[src/lat_table_regs.svh]
/*
  Constants of the latency-table map: byte values, map layout, row
  contents, link timing. Assumes inclusion by bare name from src/.
*/
`ifndef LAT_TABLE_REGS_SVH
`define LAT_TABLE_REGS_SVH

// ==========================================================
// parameter identifiers, lengths and header bytes
`define FILL 8'hff
`define PAD_ID 8'hf0
`define PAD_LEN 8'h0f
`define DDR_ID 8'h9a
`define DDR_LEN 8'h2a
`define DDR_ROWS 8'h05
`define DDR_ROW_BYTES 8'h08
`define HDR_FREQ 8'h46
`define HDR_CODE 8'h43
`define CMD_FAST_3B 8'h0d
`define CMD_FAST_4B 8'h0e
`define CMD_DUAL_3B 8'hbd
`define CMD_DUAL_4B 8'hbe
`define CMD_QUAD_3B 8'hed
`define CMD_QUAD_4B 8'hee

// ==========================================================
// map layout, byte addresses on the link
`define MAP_PAD_BASE 8'h00
`define MAP_DDR_BASE 8'h11
`define MAP_SDR_TAIL 8'h3d
`define SDR_TAIL_BYTES 8'h06
`define ROW_FIRST_OFS 8'h0c

// ==========================================================
// rows: freq, code, fast m/d, dual m/d, quad m/d
`define ROW_LC11 64'h3203_0401_0202_0103
`define ROW_LC00 64'h4200_0402_0204_0106
`define ROW_LC01 64'h4201_0404_0205_0107
`define ROW_LC10 64'h4202_0405_0206_0108

// ==========================================================
// configuration field and link timing
`define CFG_LC_HI 7
`define CFG_LC_LO 6
`define CLK_PERIOD_NS 20
`define CLK_MHZ 50
`define SCK_HALF_NS 80
`define SCK_HALF_CYC ((`SCK_HALF_NS + `CLK_PERIOD_NS - 1) / `CLK_PERIOD_NS)
`define HOST_SCK_MHZ (`CLK_MHZ / (2 * `SCK_HALF_CYC))
`define FLUSH_PULSES 4'h2
`define COUNT_LAST 3'h5

`endif

[src/lat_table_pkg.sv]
/*
  Types shared by both ends of the latency-table link.
  Assumes nothing beyond a SystemVerilog compiler.
*/
package lat_table_pkg;
  typedef logic [7:0] byte_t;
  typedef logic [63:0] row_word_t;
  // [5] fast mode .. [0] quad dummy
  typedef logic [5:0][7:0] cyc_counts_t;
  typedef enum logic [1:0] {C_FLUSH, C_IDLE, C_SHIFT} ctrl_state_t;
  typedef enum logic [2:0] {
    W_IDLE, W_ID, W_LEN, W_FREQ, W_CODE, W_CNT
  } walk_state_t;
endpackage

[src/spi_link_if.sv]
/*
  Serial link between host controller and flash map.
  Assumes the host end makes sck; the flash end is clocked by it.
*/
`timescale 1ns/1ns
`default_nettype none
interface spi_link_if;
  logic sck;
  logic cs_n;
  logic si;
  logic so;
  modport flash (input sck, input cs_n, input si, output so);
  modport ctrl (output sck, output cs_n, output si, input so);
endinterface
`default_nettype wire

[src/spi_map_host.sv]
/*
  Host end: makes sck from clock_i, reads single map bytes for the
  user, and walks the map to fetch the row of a latency code.
  Assumes the flash end answers as in flash_lat_map.
*/
`timescale 1ns/1ns
`default_nettype none
`include "lat_table_regs.svh"
module spi_map_host (
  input wire logic clock_i, // 50 mhz system clock
  input wire logic nrst_i, // synchronous reset, active low
  spi_link_if.ctrl link, // link, host end
  input wire logic rd_start_i, // read one byte request
  input wire logic [7:0] rd_addr_i, // byte address to read
  output logic rd_ready_o, // request will be taken
  output logic rd_done_o, // read finished, one cycle
  output logic [7:0] rd_data_o, // byte read
  input wire logic walk_start_i, // walk the map request
  input wire logic [1:0] walk_code_i, // latency code to look up
  output logic walk_busy_o, // walk under way
  output logic walk_done_o, // walk finished, one cycle
  output logic walk_err_o, // last walk failed
  output logic [7:0] walk_freq_o, // row sck ceiling, mhz
  output lat_table_pkg::cyc_counts_t walk_counts_o, // row counts
  output logic [2:0] walk_supported_o, // fast, dual, quad usable
  output logic walk_freq_ok_o // row ceiling covers our sck
);
  import lat_table_pkg::*;

  ctrl_state_t cst_q;
  walk_state_t wst_q;
  logic [2:0] div_q;
  logic [3:0] bit_q;
  logic sck_q, csn_q, tick, so_s1_q, so_s2_q;
  logic eng_done_q, user_q, pend_q, wreq, ustart, wdone;
  byte_t tx_q, rx_q, wa_q, id_q;
  logic [1:0] code_q, row_q;
  logic [2:0] idx_q;
  logic [8:0] nxt;

  // ==========================================================
  // link engine
  assign tick = div_q == 3'(`SCK_HALF_CYC - 1);
  assign ustart = rd_start_i && rd_ready_o;
  assign wreq = pend_q && cst_q == C_IDLE;
  assign rd_ready_o = cst_q == C_IDLE && wst_q == W_IDLE;
  assign link.sck = sck_q;
  assign link.cs_n = csn_q;
  assign link.si = tx_q[7];
  assign rd_data_o = rx_q;
  assign rd_done_o = eng_done_q && user_q;
  assign wdone = eng_done_q && !user_q;

  always_ff @(posedge clock_i) begin
    if (!nrst_i || cst_q == C_IDLE || tick) begin
      div_q <= 3'h0;
    end else begin
      div_q <= div_q + 3'h1;
    end
  end

  // after reset, idle pulses with cs_n high home the flash counter
  always_ff @(posedge clock_i) begin
    if (!nrst_i) begin
      cst_q <= C_FLUSH;
      sck_q <= 1'b0;
      csn_q <= 1'b1;
      bit_q <= 4'h0;
    end else begin
      case (cst_q)
        C_FLUSH: begin
          if (tick) begin
            sck_q <= ~sck_q;
            if (sck_q) begin
              bit_q <= bit_q + 4'h1;
              if (bit_q == `FLUSH_PULSES - 4'h1) begin
                cst_q <= C_IDLE;
              end
            end
          end
        end
        C_IDLE: begin
          if (wreq || ustart) begin
            csn_q <= 1'b0;
            bit_q <= 4'h0;
            cst_q <= C_SHIFT;
          end
        end
        default: begin
          if (tick) begin
            sck_q <= ~sck_q;
            if (sck_q) begin
              bit_q <= bit_q + 4'h1;
              if (bit_q == 4'hf) begin
                csn_q <= 1'b1;
                cst_q <= C_IDLE;
              end
            end
          end
        end
      endcase
    end
  end

  always_ff @(posedge clock_i) begin
    if (!nrst_i) begin
      tx_q <= 8'h00;
      user_q <= 1'b0;
    end else if (cst_q == C_IDLE && (wreq || ustart)) begin
      tx_q <= wreq ? wa_q : rd_addr_i;
      user_q <= ustart;
    end else if (cst_q == C_SHIFT && tick && sck_q) begin
      tx_q <= {tx_q[6:0], 1'b0};
    end
  end

  // so changes on falling sck; a half period of 4 cycles leaves room
  // for the two-flop delay before the next rising edge samples it
  always_ff @(posedge clock_i) begin
    if (!nrst_i) begin
      so_s1_q <= 1'b0;
      so_s2_q <= 1'b0;
      rx_q <= 8'h00;
      eng_done_q <= 1'b0;
    end else begin
      so_s1_q <= link.so;
      so_s2_q <= so_s1_q;
      if (cst_q == C_SHIFT && tick && !sck_q && bit_q[3]) begin
        rx_q <= {rx_q[6:0], so_s2_q};
      end
      eng_done_q <= cst_q == C_SHIFT && tick && sck_q && bit_q == 4'hf;
    end
  end

  // ==========================================================
  // map walker
  assign nxt = {1'b0, wa_q} + {1'b0, rx_q} + 9'h001;
  assign walk_busy_o = wst_q != W_IDLE;
  always_comb begin
    for (int i = 0; i < 3; i++) begin
      walk_supported_o[2 - i] = walk_counts_o[5 - 2 * i] != `FILL &&
        walk_counts_o[4 - 2 * i] != `FILL;
    end
  end
  assign walk_freq_ok_o = walk_freq_o >= 8'(`HOST_SCK_MHZ);

  always_ff @(posedge clock_i) begin
    if (!nrst_i) begin
      wst_q <= W_IDLE;
      pend_q <= 1'b0;
      walk_done_o <= 1'b0;
      walk_err_o <= 1'b0;
      wa_q <= 8'h00;
      id_q <= 8'h00;
      code_q <= 2'h0;
      row_q <= 2'h0;
      idx_q <= 3'h0;
      walk_freq_o <= 8'h00;
      walk_counts_o <= '0;
    end else begin
      walk_done_o <= 1'b0;
      if (wreq) begin
        pend_q <= 1'b0;
      end
      case (wst_q)
        W_IDLE: begin
          if (walk_start_i && !ustart) begin
            wa_q <= `MAP_PAD_BASE;
            code_q <= walk_code_i;
            walk_err_o <= 1'b0;
            pend_q <= 1'b1;
            wst_q <= W_ID;
          end
        end
        W_ID: begin
          if (wdone && rx_q == `FILL) begin
            walk_err_o <= 1'b1;
            walk_done_o <= 1'b1;
            wst_q <= W_IDLE;
          end else if (wdone) begin
            id_q <= rx_q;
            wa_q <= wa_q + 8'h01;
            pend_q <= 1'b1;
            wst_q <= W_LEN;
          end
        end
        W_LEN: begin
          if (wdone && id_q == `DDR_ID) begin
            wa_q <= wa_q + `ROW_FIRST_OFS - 8'h01;
            row_q <= 2'h0;
            pend_q <= 1'b1;
            wst_q <= W_FREQ;
          end else if (wdone && nxt[8]) begin
            walk_err_o <= 1'b1;
            walk_done_o <= 1'b1;
            wst_q <= W_IDLE;
          end else if (wdone) begin
            wa_q <= nxt[7:0];
            pend_q <= 1'b1;
            wst_q <= W_ID;
          end
        end
        W_FREQ: begin
          if (wdone) begin
            walk_freq_o <= rx_q;
            wa_q <= wa_q + 8'h01;
            pend_q <= 1'b1;
            wst_q <= W_CODE;
          end
        end
        W_CODE: begin
          if (wdone && rx_q == {6'h00, code_q}) begin
            wa_q <= wa_q + 8'h01;
            idx_q <= 3'h0;
            pend_q <= 1'b1;
            wst_q <= W_CNT;
          end else if (wdone && row_q == 2'h3) begin
            walk_err_o <= 1'b1;
            walk_done_o <= 1'b1;
            wst_q <= W_IDLE;
          end else if (wdone) begin
            row_q <= row_q + 2'h1;
            wa_q <= wa_q + `DDR_ROW_BYTES - 8'h01;
            pend_q <= 1'b1;
            wst_q <= W_FREQ;
          end
        end
        default: begin
          if (wdone) begin
            walk_counts_o[3'h5 - idx_q] <= rx_q;
            if (idx_q == `COUNT_LAST) begin
              walk_done_o <= 1'b1;
              wst_q <= W_IDLE;
            end else begin
              idx_q <= idx_q + 3'h1;
              wa_q <= wa_q + 8'h01;
              pend_q <= 1'b1;
            end
          end
        end
      endcase
    end
  end

endmodule
`default_nettype wire

[src/flat_wrapper.sv]
// flat-port wrapper written by rule: the top's interface ports become plain ports
module spi_map_host_flat import lat_table_pkg::*;
  (clock_i, nrst_i, rd_start_i, rd_addr_i, rd_ready_o, rd_done_o, rd_data_o, walk_start_i, walk_code_i, walk_busy_o, walk_done_o, walk_err_o, walk_freq_o, walk_counts_o, walk_supported_o, walk_freq_ok_o, link_sck, link_cs_n, link_si, link_so);
  spi_link_if link_i ();
  input wire logic clock_i;
  input wire logic nrst_i;
  input wire logic rd_start_i;
  input wire logic [7:0] rd_addr_i;
  output logic rd_ready_o;
  output logic rd_done_o;
  output logic [7:0] rd_data_o;
  input wire logic walk_start_i;
  input wire logic [1:0] walk_code_i;
  output logic walk_busy_o;
  output logic walk_done_o;
  output logic walk_err_o;
  output logic [7:0] walk_freq_o;
  output lat_table_pkg::cyc_counts_t walk_counts_o;
  output logic [2:0] walk_supported_o;
  output logic walk_freq_ok_o;
  output wire logic [$bits(link_i.sck)-1:0] link_sck;
  output wire logic [$bits(link_i.cs_n)-1:0] link_cs_n;
  output wire logic [$bits(link_i.si)-1:0] link_si;
  input wire logic [$bits(link_i.so)-1:0] link_so;
  assign link_sck = link_i.sck;
  assign link_cs_n = link_i.cs_n;
  assign link_si = link_i.si;
  assign link_i.so = link_so;
  spi_map_host u_core (.clock_i(clock_i), .nrst_i(nrst_i), .link(link_i), .rd_start_i(rd_start_i), .rd_addr_i(rd_addr_i), .rd_ready_o(rd_ready_o), .rd_done_o(rd_done_o), .rd_data_o(rd_data_o), .walk_start_i(walk_start_i), .walk_code_i(walk_code_i), .walk_busy_o(walk_busy_o), .walk_done_o(walk_done_o), .walk_err_o(walk_err_o), .walk_freq_o(walk_freq_o), .walk_counts_o(walk_counts_o), .walk_supported_o(walk_supported_o), .walk_freq_ok_o(walk_freq_ok_o));
endmodule
[config.mk]
export PLATFORM = sky130hd
export DESIGN_NAME = spi_map_host_flat
export DESIGN_NICKNAME = d
export VERILOG_FILES = /design/src/lat_table_pkg.sv /design/src/spi_link_if.sv /design/src/spi_map_host.sv /design/src/flat_wrapper.sv
export VERILOG_INCLUDE_DIRS = /design/src /design/src/src
export SDC_FILE = /design/constraint.sdc
export NUM_CORES = 1
export LEC_CHECK = 0
export ABC_AREA = 1
export BUFFER_PORTS_ARGS = -buffer_cell sky130_fd_sc_hd__buf_2
export CORE_UTILIZATION = 50
export DETAILED_ROUTE_END_ITERATION = 12
export PLACE_DENSITY = 0.72
export SYNTH_ARGS = -nofsm -noshare
export SYNTH_HDL_FRONTEND = slang
export SYNTH_SLANG_ARGS = --single-unit
[constraint.sdc]
create_clock -name clock_i -period 5.9 [get_ports clock_i]
set_input_delay 0.885 -clock clock_i [delete_from_list [all_inputs] [get_ports clock_i]]
set_output_delay 0.885 -clock clock_i [all_outputs]
set_load 0.005 [all_outputs]
Word-level counts from Yosys, hierarchy flattened
Index checks and enable logic that the tools add are counted.
{"block": "totals", "regBits": 116, "latch_bits": 0, "mem_bits_rw": 0, "rom_bits": 0, "inputBits": 15, "output_inout_bits": 76, "wordCells": 234, "n_memories": 0}
{"block": "op_classes", "add_sub_neg": 12, "mul": 0, "div_mod_pow": 0, "magnitude_cmp": 3, "eq_ne": 45, "shifts": 0, "muxes": 83, "bitwise": 6, "reduce_logical": 58}
{"operator": "8-bit two-way mux", "n": 15}
{"operator": "48-bit bitwise mux", "n": 1}
{"operator": "8-bit inequality test, second input constant", "n": 6}
{"operator": "3-bit two-way mux", "n": 15}
{"operator": "8-bit one-hot mux with 5 select lines", "n": 1}
{"operator": "1-bit two-way mux", "n": 27}
{"operator": "8-bit demux with 3-bit select", "n": 1}
{"operator": "2-bit two-way mux", "n": 11}
{"operator": "1-bit logical AND", "n": 21}
{"operator": "7-bit AND reduction", "n": 3}
{"operator": "2-bit by 1-bit inequality test with 1-bit output, second input constant", "n": 10}
{"operator": "8-bit by 4-bit adder with 8-bit output, second input constant", "n": 2}
{"operator": "8-bit == test, second input constant", "n": 2}
{"operator": "4-bit two-way mux", "n": 4}
{"operator": "8-bit by 1-bit subtractor with 8-bit output, second input constant", "n": 2}
{"operator": "3-bit one-hot mux with 5 select lines", "n": 1}
{"operator": "2-bit inequality test, second input constant", "n": 7}
{"operator": "2-bit nonzero test", "n": 6}
{"operator": "6-bit nonzero test", "n": 2}
{"operator": "5-bit AND reduction", "n": 2}
{"operator": "8-bit by 8-bit adder with 9-bit output", "n": 1}
{"operator": "9-bit by 1-bit adder with 9-bit output, second input constant", "n": 1}
{"operator": "3-bit by 2-bit == test with 1-bit output, second input constant", "n": 3}
{"operator": "3-bit by 1-bit inequality test with 1-bit output, second input constant", "n": 3}
{"operator": "other kinds (38)", "n": 60}

Logic depth before layout (Yosys ltp)
Gate-level depths: netlist of run 1.
{"block": "logic_depth", "depth_word": 7, "depth_mapped": 15, "depth_no_buf": 14}

Worst setup path after synthesis of run 1
Ideal clock, no wire load.
{"block": "synth_path", "path_kind": "reg2reg", "start": "register u_core.rx_q[0] (netlist: u_core.rd_data_o[0])", "end": "register u_core.wa_q[4]", "setup_time_ns": 0.113, "arrival_ns": 2.122, "required_time_ns": 5.787, "slack_ns": 3.665, "path_stages_with_launch": 16, "path_buffers": 2, "synth_period_minus_slack_ns": 2.235, "cell_sequence": "dfxtp_1 > inv_1 > clkbuf_1 > ha_1 > fa_1 > inv_1 > nand2_1 > nand2_1 > nand4_1 > nand2_1 > nand3_1 > nand3_2 > buf_6 > nand2_1 > nand2_1 > nor2_1"}
{"block": "synth_via", "elab_chain_len": 6, "elab_cells_between_ends": 17, "classes_between": "add/sub: 2; eq/ne: 6; mux: 5; reduce/logical: 4"}
{"element": "start: declaration", "line_no": "spi_map_host.sv:36", "rtl": "byte_t tx_q, rx_q, wa_q, id_q;"}
{"element": "start signal: assignment", "line_no": "spi_map_host.sv:129", "rtl": "rx_q <= {rx_q[6:0], so_s2_q};"}
{"element": "8-bit by 8-bit adder with 9-bit output", "line_no": "spi_map_host.sv:137", "rtl": "assign nxt = {1'b0, wa_q} + {1'b0, rx_q} + 9'h001;"}
{"element": "9-bit by 1-bit adder with 9-bit output", "line_no": "spi_map_host.sv:137"}
{"element": "8-bit two-way mux", "line_no": "spi_map_host.sv:197", "rtl": "end else if (wdone) begin"}
{"element": "8-bit two-way mux", "line_no": "spi_map_host.sv:193", "rtl": "end else if (wdone && nxt[8]) begin"}
{"element": "8-bit two-way mux", "line_no": "spi_map_host.sv:188", "rtl": "if (wdone && id_q == `DDR_ID) begin"}
{"element": "8-bit one-hot mux with 5 select lines", "line_no": "spi_map_host.sv:165", "rtl": "case (wst_q)"}
{"element": "end signal: assignment", "line_no": "spi_map_host.sv:168", "rtl": "wa_q <= `MAP_PAD_BASE;"}
{"element": "end signal: assignment", "line_no": "spi_map_host.sv:189", "rtl": "wa_q <= wa_q + `ROW_FIRST_OFS - 8'h01;"}
{"element": "end signal: assignment", "line_no": "spi_map_host.sv:198", "rtl": "wa_q <= nxt[7:0];"}
{"element": "end: declaration", "line_no": "spi_map_host.sv:36"}
Parallel ways exist; a longest one is shown, timed or not. The select of a mux whose other input is x is not followed.
A chain may end at the register's enable or synchronous reset.

Worst setup path in the final report of run 1
{"block": "layout_path", "start": "register u_core.rx_q[0] (netlist: u_core.rd_data_o[0])", "end": "register u_core.wa_q[2]"}
Same word-level chain as after synthesis.

==> results.md, run 1 <==
* Worst-Margin Slew at 0.7830 ns
* Core area at 11470 um^2
* CP delay by family, top: simple AND/OR/NAND/NOR gates
* TNS Setup at 0 ns
* Top cells by area, synth: dfxtp_1 (39%), nand2_1 (12%), nor2_1 (9.6%), o21ai_0 (7.8%), inv_1 (5.8%)
* DRC errors left at 0
* Biggest area consumer among synthesized cells: dfxtp_1
* Top cell type's share of synthesized area at 39.46%
* CTS Buffer Depth at 2
* First-pass DRT Iterations at 5
* Num rows at 39
* # hold bufs at CTS at 0
* Part of the power in registers at 36.5%
* Post-synth EDFFs at 0
* IO Pins at 91
* Clock Tree Root: clkbuf_16
* Clock sink total at 116
* Drt initial violations at 419
* Syn-to-layout area delta at 18.66%
* Status: complete, no violations
* Period utilization at 41.70%
* First-pass GRT wire length at 24.91 mm
* Post-Route WL at 15.15 mm
* Gr ovfl total at 0
* # setup viols final at 0
* Area of the multi-input gates at 3025 um^2
* Crit end category: flip-flop
* Buf+Inv Stages, Crit Path at 2
* Flops & latches, synth at 116
* Comb pwr share at 20.2%
* CTS tree: done
* Resized cells post-CTS at 0
* Lkg Pwr at 3.390 nW
* DIE HEIGHT at 110.5 um
* Worst EP arrival at 2.76 ns
* Synthesized area per cell at 6.726 um^2
* Vias in the first global route at 5215
* Largest net degree at the start of global routing at 94
* Slowest-stage cell, CP: fa_1
* Final Slew Violations at 0
* Die area at 12210 um^2
* DR WL/cell at 13.64 um
* Overall Power at 2.438 mW
* Crit Path Category: reg -> reg
* DR vias at 5820
* Gpl congestion at 0.8432
* Layout fillers at 1059
* Synth Cell Area at 5886 um^2
* Synth Net Count at 907
* TritonCTS buffer count at 17
* Worst-path clk slew at 0.06 ns
* Initial antenna violation count at 0
* FMAX at 406.4 MHz
* Seq. cell area at 2322 um^2
* Yosys warnings at 0
* Internal power at 1.670 mW
* Clock power share at 43.3%
* Clk Latency, worst-skew pair at 0.41 ns
* Psw at 768.3 uW
* Switch share at 31.51%
* Seq/Total Area, Yosys at 39.46%
* Yosys cell types at 32
* Power Density at 349.1 nW/um^2
* Synth Instances at 875
* Post-layout min period at 2.460 ns
* Initial Utilization at 51.33%
* Most numerous cell in the Yosys netlist: nand2_1
* Post-DP HPWL at 10.52 mm
* RSZ-0062 raised after global routing: no
* Final Hold Vio Count at 0
* Synth top cells by count: nand2_1 (183), nor2_1 (151), dfxtp_1 (116), o21ai_0 (92), inv_1 (91)
* Post-synth ARST share at 0%
* CP max FO at 15
* Setup crit start kind: flip-flop
* Post-CTS setup repair buffer count at 0
* CP most frequent cell: nand2_1
* Max Cap Viol at 0
* Max incr delay on CP at 0.41 ns
* Cell breakdown of the critical path: inv_1 > ha_1 > fa_1 > inv_1 > nand2_1 > nand2_1 > nand4_1 > nand2_1 > nand3_1 > nand3_2 > nand2_1 > nand2_1 > nor2_1
* Slew margin rel. at 47.80%
* Number of vias per cell at 5.239
* All-layer global routing usage at 25.08%
* Ys flop type: dfxtp_1
* Setup Skew at 0.007385 ns
* Post-route ant nets at 0
* Worst min-delay path class: reg -> reg
* CP Data Required Time at 6.20 ns
* Nets@finish at 986
* VDD IR max at 0.0002557 V
* Port Buffers at 90
* H-tree levels at 4
* Ratio of cells with drive above 1 in the final layout at 14.89%
* Die width at 110.5 um
==> state kept, by name, summed over array words and instances (netlist names), 2 cells and up <==
signal / cells
u_core.walk_counts_o: 48
u_core.wst_q: 3
u_core.wa_q: 8
u_core.code_q: 2
u_core.rd_data_o: 8
u_core.bit_q: 4
u_core.cst_q: 2
u_core.div_q: 3
u_core.id_q: 8
u_core.tx_q: 8
u_core.row_q: 2
u_core.walk_freq_o: 8
u_core.idx_q: 3
==> layout by cell type (no fill, tap or decap), drive strengths merged <==
master / netlist / routed
a31oi: 10 / 10
nand4: 24 / 24
nor4: 2 / 2
nor2: 159 / 159
clkinv: 3 / 6
inv: 96 / 99
xor2: 9 / 9
o22ai: 5 / 5
o21a: 1 / 1
nand3b: 2 / 2
dfxtp: 116 / 116
buf: 11 / 92
or2: 4 / 4
nand3: 49 / 49
a211oi: 1 / 1
o21ai: 95 / 95
clkbuf: 21 / 18
o211ai: 2 / 2
nand2: 185 / 185
clkinvlp: 0 / 5
nor3: 9 / 9
bufinv: 0 / 3
diode: 0 / 1
fa: 1 / 1
a21oi: 54 / 54
ha: 16 / 16
==> power groups by stage <==
| stage | logic [mW] | clock network (mW) | registers (mW) |
|---|---|---|---|
| 2_1_floorplan | 0.409 | 0 | 0.872 |
| 3_3_place_gp | 0.482 | 0 | 0.904 |
| 3_5_place_dp | 0.485 | 0 | 0.904 |
| 4_1_cts | 0.490 | 1.07 | 0.886 |
| 5_1_grt | 0.571 | 1.11 | 0.896 |
| 6_report | 0.492 | 1.06 | 0.890 |
==> worst reg2reg max path: cells and delay by family, from the launching register on <==
family	cells	cell delay (ns)
flip-flops	1	0.37
adder cells (fa/ha/maj)	2	0.71
AND/OR/NAND/NOR	9	0.98
buffers and inverters	2	0.29
==> final cells by class <==
| class | count | area share [%] |
|---|---|---|
| inverter | 99 | 5.357 |
| clock buffer | 18 | 6.288 |
| antenna | 1 | 0.03583 |
| multi-input combinational | 628 | 43.32 |
| sequential | 116 | 33.25 |
| tap | 143 | 2.562 |
| clock inverter | 14 | 2.526 |
| timing repair buffer | 92 | 6.664 |
==> metrics by stage <==
step / worst slack [ns] / cell area, um^2 / util [%] / hold slack, ns / instances
final: 3.440 / 6984 / 60.91 / 0.4147 / 1111
after global routing: 3.200 / 6982 / 60.88 / 0.4358 / 1110
after global placement: 3.321 / 6366 / 55.52 / 0.3972 / 1078
after floorplan: 3.665 / 5886 / - / 0.3905 / 875
after detailed placement: 3.334 / 6366 / 55.52 / 0.4037 / 1078
after CTS: 3.447 / 6982 / 60.88 / 0.4168 / 1110
==> path summary, 6_finish.rpt <==
kind                                  endpoint  slack [ns]                 from  cells past startpoint
worst max-delay path            u_core.wa_q[2]        3.44  u_core.rd_data_o[0]                     13
worst min register to register  u_core.so_s2_q        0.41       u_core.so_s1_q                      2
worst min-delay path            u_core.so_s2_q        0.41       u_core.so_s1_q                      2
worst max register to register  u_core.wa_q[2]        3.44  u_core.rd_data_o[0]                     13
==> routing by layer <==
layer | track usage (%) | vias up | routed length [um]
met5 | 0 | - | 0
met2 | 40.66 | 154 | 6985
li1 | - | 3017 | -
met1 | 33.13 | 2625 | 7074
met3 | 5.653 | 24 | 829
met4 | 7.822 | 0 | 264
==> cell families (layout without fill, tap and decap cells) <==
group	Yosys count	count (layout)	share of synthesized area, %
and+or+nand+nor	434	434	31.55
AOI/OAI and AO/OA	168	168	14.77
buffers and inverters	131	223	9.141
DFF	116	116	39.46
adders and majority gates	17	17	3.741
xor gates and xnor gates	9	9	1.339
other	0	1	0
(Power assumes the default switching activity.)
==> run 2: changes to the inputs <==
- ABC_AREA: 1 -> 0
- clock period: 5.9 -> 2.3 ns (I/O delays scaled with it)
==> results.md, run 2 <==
* Worst hold start: link_so (was u_core.so_s1_q)
* DRC errors left at 0 (unchanged)
* IO Pins at 91 (unchanged)
* Crit end category: flip-flop (unchanged)
* Switch share at 23.20% (was 31.51%)
* Initial antenna violation count at 0 (unchanged)
* Gr ovfl total at 0 (unchanged)
* CP Data Required Time at 2.60 ns (was 6.20 ns)
* Vias in the first global route at 5162 (was 5215)
* H-tree levels at 4 (unchanged)
* Layout fillers at 916 (was 1059)
* Largest net degree at the start of global routing at 75 (was 94)
* Final Slew Violations at 0 (unchanged)
* DR vias at 5425 (was 5820)
* Post-Route WL at 16.64 mm (was 15.15 mm)
* Most numerous cell in the Yosys netlist: nor2_1 (was nand2_1)
* Biggest area consumer among synthesized cells: dfxtp_1 (unchanged)
* Comb pwr share at 7.7% (was 20.2%)
* Worst EP arrival at 2.64 ns (was 2.76 ns)
* Gpl congestion at 0.9300 (was 0.8432)
* Final WS setup at -0.04376 ns (was 3.440 ns)
* Seq/Total Area, Yosys at 40.21% (was 39.46%)
* Synth Net Count at 696 (was 907)
* RSZ-0062 raised after global routing: yes (was no)
* R2r startpoint: u_core.wa_q[0] (was u_core.rd_data_o[0])
* First-pass DRT Iterations at 5 (unchanged)
* Yosys cell types at 70 (was 32)
* CTS tree: done (unchanged)
* Clock Tree Root: clkbuf_16 (unchanged)
* Setup Skew at 0.007526 ns (was 0.007385 ns)
* Post-synth EDFFs at 0 (unchanged)
* Top cells by area, synth: dfxtp_1 (40%), mux2i_1 (14%), nor2_1 (7.9%), ha_1 (3.5%), nand2_1 (3.2%) (was dfxtp_1 (39%), nand2_1 (12%), nor2_1 (9.6%), o21ai_0 (7.8%), inv_1 (5.8%))
* Post-DP HPWL at 11.85 mm (was 10.52 mm)
* DR WL/cell at 17.68 um (was 13.64 um)
* Biggest register: u_core.walk_counts_o (unchanged)
* Core area at 11030 um^2 (was 11470 um^2)
* Flops & latches, synth at 116 (unchanged)
* Drt initial violations at 441 (was 419)
* Power Density at 665.1 nW/um^2 (was 349.1 nW/um^2)
* FMAX at 426.7 MHz (was 406.4 MHz)
* Ys flop type: dfxtp_1 (unchanged)
* RR Endpoint: u_core.wa_q[4] (was u_core.wa_q[2])
* Crit Path Category: reg -> reg (unchanged)
* Worst-path clk slew at 0.05 ns (was 0.06 ns)
* Post-layout min period at 2.344 ns (was 2.460 ns)
* Post-route ant nets at 0 (unchanged)
* Seq. cell area at 2327 um^2 (was 2322 um^2)
* # setup viols final at 3 (was 0)
* CTS Buffer Depth at 2 (unchanged)
* Nets@finish at 822 (was 986)
* Worst R2R Path Depth at 11 (was 13)
* Failing checks: setup timing
* DP Area at 6740 um^2 (was 6366 um^2)
* TNS Setup at -0.1090 ns (was 0 ns)
* Port Buffers at 90 (unchanged)
* Number of vias per cell at 5.765 (was 5.239)
* Top cell type's share of synthesized area at 40.21% (was 39.46%)
* Synth top cells by count: nor2_1 (122), dfxtp_1 (116), mux2i_1 (79), nand2_1 (50), clkbuf_1 (33) (was nand2_1 (183), nor2_1 (151), dfxtp_1 (116), o21ai_0 (92), inv_1 (91))
* Syn-to-layout area delta at 27.08% (was 18.66%)
* Most common cell after layout, fill and taps aside: nor2_1 (was nand2_1)
* DIE HEIGHT at 109.5 um (was 110.5 um)
* Max Cap Viol at 0 (unchanged)
* # hold bufs at CTS at 0 (unchanged)
* Post-synth ARST share at 0% (unchanged)
* Worst hold stages at 2 (unchanged)
* Period utilization at 101.9% (was 41.70%)
* Max reg flops at 48 (unchanged)
* Synthesized area per cell at 8.698 um^2 (was 6.726 um^2)
* Part of the power in registers at 42.5% (was 36.5%)
* Worst Hold Path EP: u_core.so_s1_q (was u_core.so_s2_q)
* CP max FO at 16 (was 15)
* First-pass GRT wire length at 26.20 mm (was 24.91 mm)
* R2r setup slk at -0.04 ns (was 3.44 ns)
* Cells after DPL at 908 (was 1078)
* Setup crit start kind: flip-flop (unchanged)
* All-layer global routing usage at 28.97% (was 25.08%)
* Final cell utilization of the core at 66.54% (was 60.91%)
* Clock sink total at 116 (unchanged)
* Synth Instances at 664 (was 875)
* Worst min-delay path class: in -> reg (was reg -> reg)
* Status: finished with violations (was complete, no violations)
* Die width at 109.5 um (was 110.5 um)
* Die area at 11980 um^2 (was 12210 um^2)
* Ratio of cells with drive above 1 in the final layout at 26.47% (was 14.89%)
* Fin area at 7340 um^2 (was 6984 um^2)
* Lkg Pwr at 3.173 nW (was 3.390 nW)
* Placement Setup Slack at -0.1535 ns (was 3.334 ns)
* Yosys warnings at 0 (unchanged)
* Initial Utilization at 52.36% (was 51.33%)
* VDD IR max at 0.0005615 V (was 0.0002557 V)
* Clk Latency, worst-skew pair at 0.40 ns (was 0.41 ns)
* TritonCTS buffer count at 17 (unchanged)
* Final Hold Vio Count at 0 (unchanged)
* Synth Cell Area at 5776 um^2 (was 5886 um^2)
* Clock power share at 49.9% (was 43.3%)
* Commonest cells after routing, fill and taps aside: nor2_1 (122), dfxtp_1 (114), buf_2 (90) (was nand2_1 (183), nor2_1 (151), dfxtp_1 (116))
* Num rows at 38 (was 39)
* Layout Cells excl Fill at 941 (was 1111)
* Psw at 1.133 mW (was 768.3 uW)
* Area of the multi-input gates at 3289 um^2 (was 3025 um^2)
* Slew margin rel. at 59.96% (was 47.80%)
* Number of diodes at 0 (was 1)
* Internal power at 3.749 mW (was 1.670 mW)
* Worst-Margin Slew at 0.6000 ns (was 0.7830 ns)
==> run 2: area by class of cell <==
cell class,count,share of cell area (%)
Timing Repair Buffer,151,12.72
Clock inverter,9,1.108
Multi-Input combinational cell,488,44.82
Sequential cell,116,31.71
Inverter,16,0.8524
Tap cell,140,2.387
Clock buffer,21,6.410
==> run 2: worst max-delay path, stage by stage, from the launching register on <==
cell and delay, ns:
dfxtp_2 0.33, inv_2 0.05, ha_4 0.15, fa_2 0.36, nor2b_4 0.16, o31ai_4 0.08
a221oi_2 0.26, a221o_1 0.26, nor3_4 0.06, buf_12 0.16, buf_4 0.13, o221a_4 0.24
==> run 2: logic make-up (layout without fill, tap and decap cells) <==
group	Yosys count	after routing	share of synthesized area (%)
and+or+nand+nor	264	264	22.21
adders and majority gates	17	17	3.813
AOI/OAI and AO/OA	113	113	13.61
DFF	116	116	40.21
buffers and inverters	60	197	4.203
muxes	79	79	13.69
xor gates and xnor gates	15	15	2.275
==> run 2: per-stage QoR <==
step                      hold WS (ns)  power (mW)
final                           0.1515       4.882
after global routing            0.1514       5.040
after CTS                       0.1397       4.908
after detailed placement        0.4220       2.475
after global placement          0.4061       2.464
after floorplan                 0.3991       2.348
==> run 2: repair_timing <==
item	in CTS	in global routing
gates resized for setup	5	3
hold endpoints to repair	0	0
pin swaps	4	0
setup buffers	3	0
setup endpoints to repair	6	21
==> run 2: worst max-delay path by stage <==
| stage | start | endpoint | depth (start not counted) |
|---|---|---|---|
| detailed placement | u_core.wa_q[0] | u_core.wa_q[6] | 11 |
| floorplan | u_core.rd_data_o[0] | u_core.wa_q[4] | 11 |
| CTS | u_core.rd_data_o[0] | u_core.wa_q[4] | 11 |
| global placement | u_core.wa_q[0] | u_core.wa_q[0] | 11 |
| finish | u_core.wa_q[0] | u_core.wa_q[4] | 11 |
| global route | u_core.rd_data_o[0] | u_core.wa_q[4] | 11 |
==> run 2: power by group through the flow <==
stage	clock, mW	sequential [mW]	combinational [mW]
final	2.44	2.07	0.374
after global routing	2.56	2.07	0.407
after CTS	2.47	2.07	0.369
after detailed placement	0	2.11	0.362
after global placement	0	2.11	0.353
after floorplan	0	2.11	0.242
==> run 2: routing by layer <==
layer / global-route usage (%) / share of wire (%)
met5: 0 / 0
met1: 36.71 / 43
met2: 47.57 / 48
met3: 6.698 / 6.9
met4: 11.52 / 2.0
